===== src/wtp_pkg.sv =====
// wtp_pkg: constants and types shared by the waypoint trace port
// assumes: single core clock domain, no software-visible registers
package wtp_pkg;

    // ------------------------------------------------------------
    // field widths and buffer depth
    // ------------------------------------------------------------
    localparam int unsigned WTP_CTX_W    = 32;
    localparam int unsigned WTP_COMMIT_W = 2;
    localparam int unsigned WTP_KIND_W   = 3;
    localparam int unsigned WTP_EXC_W    = 4;
    localparam int unsigned WTP_FIFO_DEPTH = 32;

    // ------------------------------------------------------------
    // reset values and commit count limit
    // ------------------------------------------------------------
    localparam logic [31:0] WTP_CTX_RST    = 32'h0000_0000;
    localparam logic [1:0]  WTP_COMMIT_RST = 2'h0;
    localparam logic [1:0]  WTP_COMMIT_MAX = 2'h3;

    // ------------------------------------------------------------
    // waypoint kinds
    // ------------------------------------------------------------
    typedef enum logic [2:0] {
        WTP_KIND_DIRECT   = 3'h0,
        WTP_KIND_INDIRECT = 3'h1,
        WTP_KIND_EXCEPT   = 3'h2,
        WTP_KIND_BARRIER  = 3'h3,
        WTP_KIND_DBG_IN   = 3'h4,
        WTP_KIND_DBG_OUT  = 3'h5
    } wtp_kind_t;

    // ------------------------------------------------------------
    // exception kinds
    // ------------------------------------------------------------
    typedef enum logic [3:0] {
        WTP_EXC_NONE     = 4'h0,
        WTP_EXC_HALT_DBG = 4'h1,
        WTP_EXC_SEC_MON  = 4'h2,
        WTP_EXC_IMP_DABT = 4'h4,
        WTP_EXC_ENV_TRAP = 4'h5,
        WTP_EXC_UNDEFINED_INSTRUCTION_IN = 4'h9,
        WTP_EXC_SUP_CALL = 4'ha,
        WTP_EXC_PABT_BKP = 4'hb,
        WTP_EXC_DABT_WPT = 4'hc,
        WTP_EXC_NORM_IRQ = 4'he,
        WTP_EXC_FAST_IRQ = 4'hf
    } wtp_exc_t;

    // ------------------------------------------------------------
    // output state machine
    // ------------------------------------------------------------
    typedef enum logic [2:0] {
        WTP_ST_OFF  = 3'b001,
        WTP_ST_RUN  = 3'b010,
        WTP_ST_DUMP = 3'b100
    } wtp_state_t;

endpackage : wtp_pkg


===== src/wtp_trace_port.sv =====
// wtp_trace_port: waypoint trace output port toward the trace macrocell
// assumes: core logic presents waypoints on a valid/ready stream, commits and
// flushes as one-cycle pulses, all on MCLK; the macrocell is on MCLK too
//
// Behaviour
// - whole port stays off, every output at its reset value, unless the trace option parameter is set.
// - every port signal is produced and sampled on the core clock.
// - two-bit commit count each cycle of waypoints turning non-speculative.
// - a waypoint may be valid and committed in the same cycle.
// - 32-bit context tag accompanies every waypoint, regardless of condition pass.
// - context tag reads zero until software programs the context identifier.
// - exception kinds use the fixed four-bit encodings.
// - link update flag only for link-writing direct or indirect branches.
// - waypoint valid confirms the waypoint fields shown that cycle.

// ----------------------------------------------------------------
// fifo
// ----------------------------------------------------------------
module wtp_fifo #(
    parameter int unsigned WIDTH = 8,
    parameter int unsigned DEPTH = 32
) (
    input  wire logic             clk,
    input  wire logic             rst,
    input  wire logic             flush,
    input  wire logic             in_valid,
    output logic                  in_ready,
    input  wire logic [WIDTH-1:0] in_data,
    output logic                  out_valid,
    input  wire logic             out_ready,
    output logic [WIDTH-1:0]      out_data
);
    localparam int unsigned AW = $clog2(DEPTH);

    // pointers wrap by overflow, so DEPTH must be a power of two; the
    // count is one bit wider so that full and empty differ

    logic [WIDTH-1:0] mem [DEPTH];
    logic [AW-1:0]    wr_ptr_ff;
    logic [AW-1:0]    rd_ptr_ff;
    logic [AW:0]      count_ff;
    logic             ready_ff;    // room for one more word after this edge
    wire  [AW:0]      nxt_count;
    wire              do_wr;
    wire              do_rd;

    // handshake decode; ready comes from a flop so the port output is registered
    // a word offered in a flush cycle is taken and dropped with the rest, since
    // everything still buffered at that point is speculative anyway
    assign in_ready  = ready_ff;
    assign out_valid = (count_ff != '0);
    assign out_data  = mem[rd_ptr_ff];
    assign do_wr     = in_valid && ready_ff && !flush;
    assign do_rd     = out_valid && out_ready;

    // fill level after this edge; a flush empties the buffer
    assign nxt_count = flush ? '0 : (AW+1)'(count_ff + (AW+1)'(do_wr) - (AW+1)'(do_rd));

    // storage write
    always_ff @(posedge clk) begin
        if (do_wr) begin
            mem[wr_ptr_ff] <= in_data;
        end
    end

    // pointers and fill count; flush empties the buffer
    // ready looks one edge ahead so that it can come straight from a flop
    always_ff @(posedge clk or posedge rst) begin
        if (rst) begin
            wr_ptr_ff <= '0;
            rd_ptr_ff <= '0;
            count_ff  <= '0;
            ready_ff  <= 1'b1;
        end else if (flush) begin
            wr_ptr_ff <= '0;
            rd_ptr_ff <= '0;
            count_ff  <= '0;
            ready_ff  <= 1'b1;
        end else begin
            wr_ptr_ff <= do_wr ? AW'(wr_ptr_ff + 1'b1) : wr_ptr_ff;
            rd_ptr_ff <= do_rd ? AW'(rd_ptr_ff + 1'b1) : rd_ptr_ff;
            count_ff  <= nxt_count;
            ready_ff  <= (nxt_count != (AW+1)'(DEPTH));
        end
    end
endmodule : wtp_fifo

// ----------------------------------------------------------------
// top
// ----------------------------------------------------------------
module wtp_trace_port
    import wtp_pkg::*;
#(
    parameter bit          TRACE_PRESENT = 1'b1,
    parameter int unsigned FIFO_DEPTH    = wtp_pkg::WTP_FIFO_DEPTH
) (
    input  wire logic                             MCLK,
    input  wire logic                             RST,
    // core side: waypoint stream
    input  wire logic                             CORE_WP_VALID,
    output logic                                  CORE_WP_READY,
    input  wire logic [wtp_pkg::WTP_KIND_W-1:0]   CORE_WP_KIND,
    input  wire logic [wtp_pkg::WTP_EXC_W-1:0]    CORE_WP_EXC,
    input  wire logic                             CORE_WP_LINK,
    // core side: context identifier
    input  wire logic                             CORE_CTX_WR,
    input  wire logic [wtp_pkg::WTP_CTX_W-1:0]    CORE_CTX_DATA,
    // core side: speculation outcome
    input  wire logic                             CORE_COMMIT,
    input  wire logic                             CORE_FLUSH,
    // macrocell side
    input  wire logic                             WAYPOINT_ACCEPT_EN,
    output logic                                  WAYPOINT_VALID,
    output logic [wtp_pkg::WTP_KIND_W-1:0]        WAYPOINT_KIND,
    output logic [wtp_pkg::WTP_EXC_W-1:0]         EXC_KIND,
    output logic                                  LINK_UPDATE_FLAG,
    output logic [wtp_pkg::WTP_CTX_W-1:0]         CONTEXT_TAG,
    output logic [wtp_pkg::WTP_COMMIT_W-1:0]      COMMIT_COUNT,
    output logic                                  SPECULATIVE_DISCARD
);
    import wtp_pkg::*;

    localparam int unsigned FW = WTP_KIND_W + WTP_EXC_W + 1 + WTP_CTX_W;

    // limitations: the core offers at most one commit per cycle, so the
    // carry path only matters if that input is ever widened; the enable is
    // taken as a same-clock level and is not synchronised

    // ------------------------------------------------------------
    // state and datapath
    // ------------------------------------------------------------
    wtp_state_t          state_ff;
    wtp_state_t          nxt_state;
    logic [WTP_CTX_W-1:0] ctx_ff;
    logic [1:0]          pend_ff;     // commits awaiting report
    logic [2:0]          pend_sum;
    wire                 en_sync;
    wire                 on;
    wire                 fifo_valid;
    wire                 fifo_ready;
    wire [FW-1:0]        fifo_in;
    wire [FW-1:0]        fifo_out;
    wire [WTP_KIND_W-1:0] f_kind;
    wire [WTP_EXC_W-1:0]  f_exc;
    wire                 f_link;
    wire [WTP_CTX_W-1:0] f_ctx;
    wire                 is_branch;
    wire                 is_except;
    wire                 emit;
    wire                 take_commit;
    wire                 do_flush;

    // next values of the port outputs
    wire                 present;     // waypoint popped this cycle and shown on the port the next
    wire                 commit_over; // more commits than the field can show
    wire [1:0]           nxt_pend;
    wire                 nxt_wp_valid;
    wire [WTP_KIND_W-1:0] nxt_wp_kind;
    wire [WTP_EXC_W-1:0]  nxt_exc_kind;
    wire                 nxt_link_flag;
    wire [WTP_CTX_W-1:0] nxt_ctx_tag;
    wire [1:0]           nxt_commit;
    wire                 nxt_discard;

    // ------------------------------------------------------------
    // enable and presence
    // ------------------------------------------------------------
    // accept enable comes from logic on MCLK, no synchroniser needed
    // with the trace option absent the port never leaves the off state,
    // so every output stays at its reset value
    assign en_sync = WAYPOINT_ACCEPT_EN;
    assign on      = TRACE_PRESENT && en_sync;

    // ------------------------------------------------------------
    // buffered fields
    // ------------------------------------------------------------
    // capture fields with the context current when the waypoint entered
    // the context is sampled on entry, so a later context write cannot
    // relabel waypoints already waiting in the buffer
    assign fifo_in  = {CORE_WP_KIND, CORE_WP_EXC, CORE_WP_LINK, ctx_ff};
    assign f_kind   = fifo_out[FW-1 -: WTP_KIND_W];
    assign f_exc    = fifo_out[WTP_CTX_W+1 +: WTP_EXC_W];
    assign f_link   = fifo_out[WTP_CTX_W];
    assign f_ctx    = fifo_out[WTP_CTX_W-1:0];

    // ------------------------------------------------------------
    // field qualification
    // ------------------------------------------------------------
    // only branch kinds may carry the link flag; only the exception kind
    // carries an exception code, every other kind shows zero
    assign is_branch = (f_kind == WTP_KIND_DIRECT) || (f_kind == WTP_KIND_INDIRECT);
    assign is_except = (f_kind == WTP_KIND_EXCEPT);
    assign emit      = fifo_valid && (state_ff == WTP_ST_RUN);
    assign fifo_ready = (state_ff == WTP_ST_RUN);
    assign do_flush  = CORE_FLUSH && TRACE_PRESENT;

    // ------------------------------------------------------------
    // commit accounting
    // ------------------------------------------------------------
    // commits are reported up to three per cycle; excess carries forward
    // a flush wins over a commit in the same cycle: nothing is left to commit
    assign take_commit = CORE_COMMIT && on;
    assign pend_sum    = {1'b0, pend_ff} + {2'b00, take_commit};
    assign commit_over = (pend_sum > {1'b0, WTP_COMMIT_MAX});

    // carried commits and the count shown on the port
    assign nxt_pend   = do_flush ? WTP_COMMIT_RST : (commit_over ? 2'h1 : WTP_COMMIT_RST);
    assign nxt_commit = do_flush ? WTP_COMMIT_RST :
                        (commit_over ? WTP_COMMIT_MAX : pend_sum[1:0]);

    // ------------------------------------------------------------
    // state sequencing
    // ------------------------------------------------------------
    // state sequencing: off when disabled, one dump cycle on flush
    // the dump cycle holds the buffer output back while the macrocell
    // throws away what it holds
    always_comb begin
        nxt_state = state_ff;
        case (state_ff)
            WTP_ST_OFF:  nxt_state = on ? WTP_ST_RUN : WTP_ST_OFF;
            WTP_ST_RUN:  nxt_state = do_flush ? WTP_ST_DUMP : (on ? WTP_ST_RUN : WTP_ST_OFF);
            WTP_ST_DUMP: nxt_state = on ? WTP_ST_RUN : WTP_ST_OFF;
            default:     nxt_state = WTP_ST_OFF;
        endcase
    end

    // ------------------------------------------------------------
    // buffer
    // ------------------------------------------------------------
    // buffer between core and port
    // cleared by a flush and parked while the port is off
    wtp_fifo #(
        .WIDTH (FW),
        .DEPTH (FIFO_DEPTH)
    ) u_fifo (
        .clk       (MCLK),
        .rst       (RST),
        .flush     (do_flush),
        .in_valid  (CORE_WP_VALID && on),
        .in_ready  (CORE_WP_READY),
        .in_data   (fifo_in),
        .out_valid (fifo_valid),
        .out_ready (fifo_ready),
        .out_data  (fifo_out)
    );

    // ------------------------------------------------------------
    // state and context registers
    // ------------------------------------------------------------
    // state and context tag; zero until first programming
    // the context register loads whenever the core writes it, even while
    // the port is off, so the first waypoint after enable is labelled right
    always_ff @(posedge MCLK or posedge RST) begin
        if (RST) begin
            state_ff <= WTP_ST_OFF;
            ctx_ff   <= WTP_CTX_RST;
            pend_ff  <= WTP_COMMIT_RST;
        end else begin
            state_ff <= nxt_state;
            if (CORE_CTX_WR) begin
                ctx_ff <= CORE_CTX_DATA;
            end
            pend_ff <= nxt_pend;
        end
    end

    // ------------------------------------------------------------
    // port outputs
    // ------------------------------------------------------------
    // next values; a waypoint popped in a flush cycle is not shown at all
    // kind and context hold their last shown value so a macrocell that
    // samples them late still sees the waypoint it was told about
    assign present       = emit && !do_flush;
    assign nxt_wp_valid  = present;
    assign nxt_wp_kind   = present ? f_kind : WAYPOINT_KIND;
    assign nxt_exc_kind  = (present && is_except) ? f_exc : WTP_EXC_NONE;
    assign nxt_link_flag = present && is_branch && f_link;
    assign nxt_ctx_tag   = present ? f_ctx : CONTEXT_TAG;
    assign nxt_discard   = do_flush;

    // registered port outputs
    always_ff @(posedge MCLK or posedge RST) begin
        if (RST) begin
            WAYPOINT_VALID      <= 1'b0;
            WAYPOINT_KIND       <= WTP_KIND_DIRECT;
            EXC_KIND            <= WTP_EXC_NONE;
            LINK_UPDATE_FLAG    <= 1'b0;
            CONTEXT_TAG         <= WTP_CTX_RST;
            COMMIT_COUNT        <= WTP_COMMIT_RST;
            SPECULATIVE_DISCARD <= 1'b0;
        end else begin
            WAYPOINT_VALID      <= nxt_wp_valid;
            WAYPOINT_KIND       <= nxt_wp_kind;
            EXC_KIND            <= nxt_exc_kind;
            LINK_UPDATE_FLAG    <= nxt_link_flag;
            CONTEXT_TAG         <= nxt_ctx_tag;
            COMMIT_COUNT        <= nxt_commit;
            SPECULATIVE_DISCARD <= nxt_discard;
        end
    end
endmodule : wtp_trace_port


===== config.mk =====
export PLATFORM = sky130hd
export DESIGN_NAME = wtp_trace_port
export DESIGN_NICKNAME = d
export VERILOG_FILES = /design/src/wtp_pkg.sv /design/src/wtp_trace_port.sv
export SDC_FILE = /design/constraint.sdc
export NUM_CORES = 1
export LEC_CHECK = 0
export BUFFER_PORTS_ARGS = -buffer_cell sky130_fd_sc_hd__buf_2
export CORE_MARGIN = 5
export CORE_UTILIZATION = 40
export CTS_CLUSTER_SIZE = 8
export DETAILED_ROUTE_END_ITERATION = 8
export GPL_TIMING_DRIVEN = 0
export PLACE_DENSITY = 0.53
export SYNTH_ARGS = -nofsm -noshare
export SYNTH_HDL_FRONTEND = slang
export SYNTH_SLANG_ARGS = --single-unit

===== constraint.sdc =====
create_clock -name MCLK -period 9.2 [get_ports MCLK]
set_input_delay 0.46 -clock MCLK [delete_from_list [all_inputs] [get_ports MCLK]]
set_output_delay 0.46 -clock MCLK [all_outputs]
set_load 0.02 [all_outputs]

# --- Word-level counts from Yosys, hierarchy flattened ---
# Memory sizes are Yosys's and may differ from the RTL's.
# Cells that the tools add are included.
totals:
  mem_count: 1
  ramBits: 1280
  register_bits: 97
  output_inout_bits: 45
  inputBits: 47
  word_cells: 60
op_classes:
  n_addsub: 5
  n_eq_ne: 6
  mux: 17
  n_reduce_logical: 16
  n_lt_le_gt_ge: 1
mem_list:
  columns: ["memory", "words", "word_bits", "read_ports", "rd_clocked_by_memory_dff", "write_ports", "line", "source"]
  rows:
  - ["u_fifo.mem", 32, 40, 1, 0, 1, "wtp_trace_port.sv:38", "logic [WIDTH-1:0] mem [DEPTH];"]
op_table:
  columns: ["cell", "count"]
  rows:
  - ["two-way mux 5 bit", 4]
  - ["two-way mux 6 bit", 2]
  - ["adder 5 x 1 -> 5 bit, second input constant", 2]
  - ["logical AND 1 bit", 9]
  - ["adder 6 x 1 -> 6 bit", 1]
  - ["== test 3 x 1 -> 1 bit, second input constant", 2]
  - ["== test 3 x 2 -> 1 bit, second input constant", 2]
  - ["two-way mux 2 bit", 3]
  - ["inequality test 6 bit, second input constant", 1]
  - ["one-hot mux 3 bit (2 select lines)", 1]
  - ["nonzero test 6 bit", 1]
  - ["subtractor 6 x 1 -> 6 bit", 1]
  - ["two-way mux 1 bit", 5]
  - ["two-way mux 4 bit", 1]
  - ["nonzero test 2 bit", 2]
  - ["== test 3 bit, second input constant", 1]
  - ["> comparator 3 x 2 -> 1 bit, second input constant", 1]
  - ["logical NOT 3 bit", 1]
  - ["two-way mux 3 bit", 1]
  - ["adder 1 x 1 -> 2 bit", 1]
  - ["OR reduction 2 bit", 1]
  - ["logical NOT 1 bit", 1]
  - ["logical OR 1 bit", 1]

# --- Depth between registers and ports, before layout ---
logic_depth:
  ltp_word: 8
  ltp_mapped: 13
  mapped_depth_nobuf: 13

# --- Modules after synthesis ---
# From an unflattened synthesis, not the netlist that was laid out.
unflattened:
  hier_cells: 2424
  area_unflattened_um2: 52541.6
by_module_without_submodules:
  columns: ["mod", "cells_per_inst", "seq_area_each_um2", "n_inst", "area_each_um2"]
  rows:
  - ["wtp_fifo", 2245, 38863.5, 1, 49432.4]
  - ["wtp_trace_port", 179, 1978.1, 1, 3109.2]

# --- Least setup slack after synthesis ---
# Ideal clock, no wire load.
synth_path:
  path_type: "register to register"
  startpoint: "register u_fifo.ready_ff (netlist: u_fifo.in_ready)"
  endpoint: "memory u_fifo.mem[30][0] (netlist bit) (enable)"
  t_arrival_ps: 3151
  path_stages_with_launch: 7
  path_buffers: 2
  setup_time_ps: 438
  synth_period_minus_slack_ps: 3588
  required_time_ps: 8762
  path_slack_ps: 5612
  path_cell_list: "dfstp_2 > and3_1 > clkbuf_1 > and2_0 > clkbuf_1 > nand2_1 > nor2_1"
synth_via:
  elab_chain_cells: 4
synth_lines:
  columns: ["element", "line", "source"]
  rows:
  - ["start: declaration", "wtp_trace_port.sv:42", "logic ready_ff;"]
  - ["start signal: assignment", "wtp_trace_port.sv:83", "ready_ff <= (nxt_count != (AW+1)'(DEPTH));"]
  - ["logical AND 1 bit (2 in a row)", "wtp_trace_port.sv:53", "assign do_wr = in_valid && ready_ff && !flush;"]
  - ["two-way mux 1 bit", "wtp_trace_port.sv:61", "if (do_wr) begin"]
  - ["two-way mux 1 bit (implied by the code)", "wtp_trace_port.sv:62", "mem[wr_ptr_ff] <= in_data;"]
  - ["end: declaration", "wtp_trace_port.sv:38", null]
# No other way between the ends.

# --- Worst setup path after layout ---
layout_path:
  startpoint: "register u_fifo.rd_ptr_ff[1]"
  endpoint: "register CONTEXT_TAG[9] (netlist bit)"
layout_via:
  elab_chain_cells: 1
layout_lines:
  columns: ["element", "line", "source"]
  rows:
  - ["start: declaration", "wtp_trace_port.sv:40", "logic [AW-1:0] rd_ptr_ff;"]
  - ["start signal: assignment", "wtp_trace_port.sv:81", "rd_ptr_ff <= do_rd ? AW'(rd_ptr_ff + 1'b1) : rd_ptr_ff;"]
  - ["memory read (32 x 40 bit)", null, null]
  - ["end signal: assignment", "wtp_trace_port.sv:296", "CONTEXT_TAG <= nxt_ctx_tag;"]
  - ["end: declaration", "wtp_trace_port.sv:117", "output logic [wtp_pkg::WTP_CTX_W-1:0] CONTEXT_TAG,"]
# No other way between the ends.
# A chain may end at the register's enable or synchronous reset.

==> reports/summary.log <==
qor: sta.relSlewSlack 0.0801
qor: run_status.status completed
qor: global_route.antenna_found_initial 9
qor: global_route.grt_use_total 0.211
qor: sta.timing.final.max_slew_violations 0
qor: layout.most-common-layout-cells sky130_fd_sc_hd__edfxtp_1, sky130_fd_sc_hd__mux4_2, sky130_fd_sc_hd__clkbuf_16
qor: layout.area_growth 19.4%
qor: cts.ctsLongestPathBuffers 3
qor: cts.post_cts.repair.setup_buffers 0
qor: cts.tritoncts built
qor: place.port_buffers 90
qor: pwr.total_leakage_power 19.7 nW
qor: routing.drt_first_pass_iters 5
qor: synthesis.syn_avg_cell_area 21.0 um2
qor: pwr.pwr_per_cell_area 241 nW/um2
qor: sta.worst_setup_slack_after_layout 5.26 ns
qor: routing.route.antenna.remaining_nets 0
qor: routing.drt-wirelength-per-cell 30.8 um
qor: cts.clock_latency 0.79 ns
qor: place.dpl.hpwl 98.0 mm
qor: routing.via_count 27220
qor: die.die_area 139000 um2
qor: global_route.grt_first_pass_wirelength 209 mm
qor: die.placeableCoreArea 131000 um2
qor: die.floorplan.initialDensity 0.402
qor: cts.cts-buffers-inserted 190
qor: sta.final.setup.tns 0 ns
qor: setup_path.setup.worst_path.end_class register
qor: sta.fmaxAchievable 254 MHz
qor: routing.finalWirelength 148 mm
qor: global_route.remaining_global_route_overflow 0
qor: layout.fillCellCount 10810
qor: pwr.worst_ir_drop_vdd 0.000193 V
qor: synthesis.post_synth_inst_count 2516
qor: global_route.grt_max_degree 56
qor: routing.detail_route.vias_per_cell 5.67
qor: synthesis.synth_enable_flop_cells 1280
qor: run.drv_cap 0
qor: sta.worst_pin_slew 1.38 ns
qor: setup_path.required 9.80 ns
qor: setup_path.cp_data_arrival_time 4.54 ns
qor: cts.clock_tree.root_cell sky130_fd_sc_hd__clkbuf_16
qor: synthesis.mappedNetlistNets 2576
qor: synthesis.yosys_reg_bits 1376
qor: setup_path.crit_type reg2reg
qor: min_path.hold_class in2reg
qor: cts.cts-hold-fix-buffers 37
qor: place.dp_slack 5.28 ns
qor: layout.final_nets 2960
qor: synthesis.synth.yosys.seq_area_share 0.773
qor: sta.grt_setup_unrepaired false
qor: synthesis.synth.distinct_cells 57
qor: cts.clkTransAtPathRegs 0.05 ns
qor: synthesis.number_of_synthesis_warnings 0
qor: cts.clock_sink_count 1376
qor: pwr.total_power 0.0152 W
qor: cts.htree_levels 4
qor: layout.drive_above_1_share 0.257
qor: sta.post-route-period-util 0.428
qor: die.die_y 373 um
qor: sta.fin_worst_skew 0.0345 ns
qor: routing.first_iter_violations 3037
qor: synthesis.synthFlopType sky130_fd_sc_hd__edfxtp_1
qor: routing.drc_errors 0
qor: sta.final_period_minus_worst_setup_slack 3.94 ns
qor: die.rows 133
qor: global_route.grt_pass1_vias 28402
qor: place.routabilityCongestion 0.773
qor: cts.ctsResizeCount 0
qor: setup_path.cp_max_fo 10
qor: synthesis.ys_async_sr_fraction 0.0698
qor: setup_path.worst_setup_path_start_kind register
qor: die.pin_count 92
qor: sta.finalSetupViolations 0
qor: synthesis.mappedNetlistArea 52900 um2
qor: die.die_span_in_x 373 um
qor: layout.final_common_cell sky130_fd_sc_hd__edfxtp_1
qor: sta.timing_hold_violations_final 0
[where the power goes]
group	internal (W)	switching, W	total (W)
Combinational	0.000644	0.000832	0.00148
Clock	0.00390	0.00254	0.00644
Sequential	0.00705	0.000219	0.00727
[flip-flops by register name, summed over array words and instances, names as in the netlist]
signal               cells
COMMIT_COUNT             2
CONTEXT_TAG             32
SPECULATIVE_DISCARD      1
u_fifo.mem            1280
u_fifo.rd_ptr_ff         5
WAYPOINT_KIND            3
u_fifo.count_ff          6
EXC_KIND                 4
LINK_UPDATE_FLAG         1
ctx_ff                  32
WAYPOINT_VALID           1
u_fifo.wr_ptr_ff         5
u_fifo.in_ready          1
state_ff                 3
[metrics by stage]
| step | instance area, um2 | util | instances | hold slack (ns) |
|---|---|---|---|---|
| final | 63100 | 0.480 | 4804 | 0.0779 |
| after global routing | 63100 | 0.480 | 4800 | 0.0514 |
| after CTS | 63100 | 0.480 | 4798 | 0.0157 |
| after detailed placement | 57200 | 0.435 | 4425 | 0.481 |
| after global placement | 55500 | 0.422 | 4361 | 0.470 |
| after floorplan | 52900 | - | 2516 | 0.491 |
[layer usage]
metal	track usage	up-vias	part of all wire
li1	-	11272	-
met5	0	-	0
met3	0.0468	228	0.076
met2	0.339	1127	0.48
met1	0.294	14593	0.42
met4	0.0591	0	0.023
[final cells by class]
type                       count  area (um2)  share of cell area
antenna                        5        12.5            0.000198
buffer                       145         671              0.0106
clock buffer                 325        5350              0.0847
clock inverter                11         168             0.00266
inverter                      10        42.5            0.000674
multi-input combinational    985       11500               0.183
sequential                  1376       40800               0.647
tap                         1755        2200              0.0348
timing repair buffer         192        2280              0.0362
[synthesized netlist by cell type, drive strengths merged, types with 7 or more instances]
| library cell | count | share of area |
|---|---|---|
| a21oi | 16 | 0.0015 |
| a22oi | 22 | 0.0031 |
| a32oi | 32 | 0.0053 |
| buf | 87 | 0.0085 |
| clkbuf | 58 | 0.0041 |
| dfrtp | 94 | 0.045 |
| edfxtp | 1280 | 0.73 |
| ha | 12 | 0.0028 |
| inv | 9 | 0.00064 |
| mux2 | 36 | 0.0077 |
| mux2i | 160 | 0.030 |
| mux4 | 272 | 0.12 |
| nand2 | 122 | 0.0088 |
| nor2 | 96 | 0.0068 |
| nor2b | 12 | 0.0014 |
| o21bai | 33 | 0.0047 |
| o221ai | 32 | 0.0053 |
| o22ai | 33 | 0.0039 |
| o311ai | 32 | 0.0053 |
| xor2 | 7 | 0.0012 |
[worst max-delay path, cell delays in order (launching register included)]
cell                       delay [ns]
sky130_fd_sc_hd__dfrtp_1         0.35
sky130_fd_sc_hd__buf_2           0.25
sky130_fd_sc_hd__buf_2           0.52
sky130_fd_sc_hd__buf_1           1.06
sky130_fd_sc_hd__mux4_2          0.45
sky130_fd_sc_hd__mux4_2          0.50
sky130_fd_sc_hd__a32oi_1         0.40
sky130_fd_sc_hd__o311ai_0        0.22
[logic make-up after synthesis]
family	after synthesis	share of synthesized area
adder cells (fa/ha/maj)	13	0.00322
multiplexers	468	0.154
flip-flops	1376	0.773
buffers and inverters	155	0.0133
AND/OR/NAND/NOR	271	0.0224
other	1	0.0000710
XOR/XNOR	12	0.00199
AO/OA/AOI/OAI	220	0.0323
[final timing paths]
| kind | slack, ns | to | cells after the start | startpoint |
|---|---|---|---|---|
| setup / recovery | 5.26 | CONTEXT_TAG[9] | 7 | u_fifo.rd_ptr_ff[1] |
| hold / removal | 0.08 | ctx_ff[29] | 2 | CORE_CTX_WR |
| setup reg to reg | 5.26 | CONTEXT_TAG[9] | 7 | u_fifo.rd_ptr_ff[1] |
| hold reg to reg | 0.48 | WAYPOINT_KIND[0] | 1 | WAYPOINT_KIND[0] |
| max in group asynchronous | 8.06 | ctx_ff[2] | 4 | RST |
| min in group asynchronous | 0.31 | ctx_ff[14] | 3 | RST |
No activity file was read; power rests on OpenSTA's default activity.
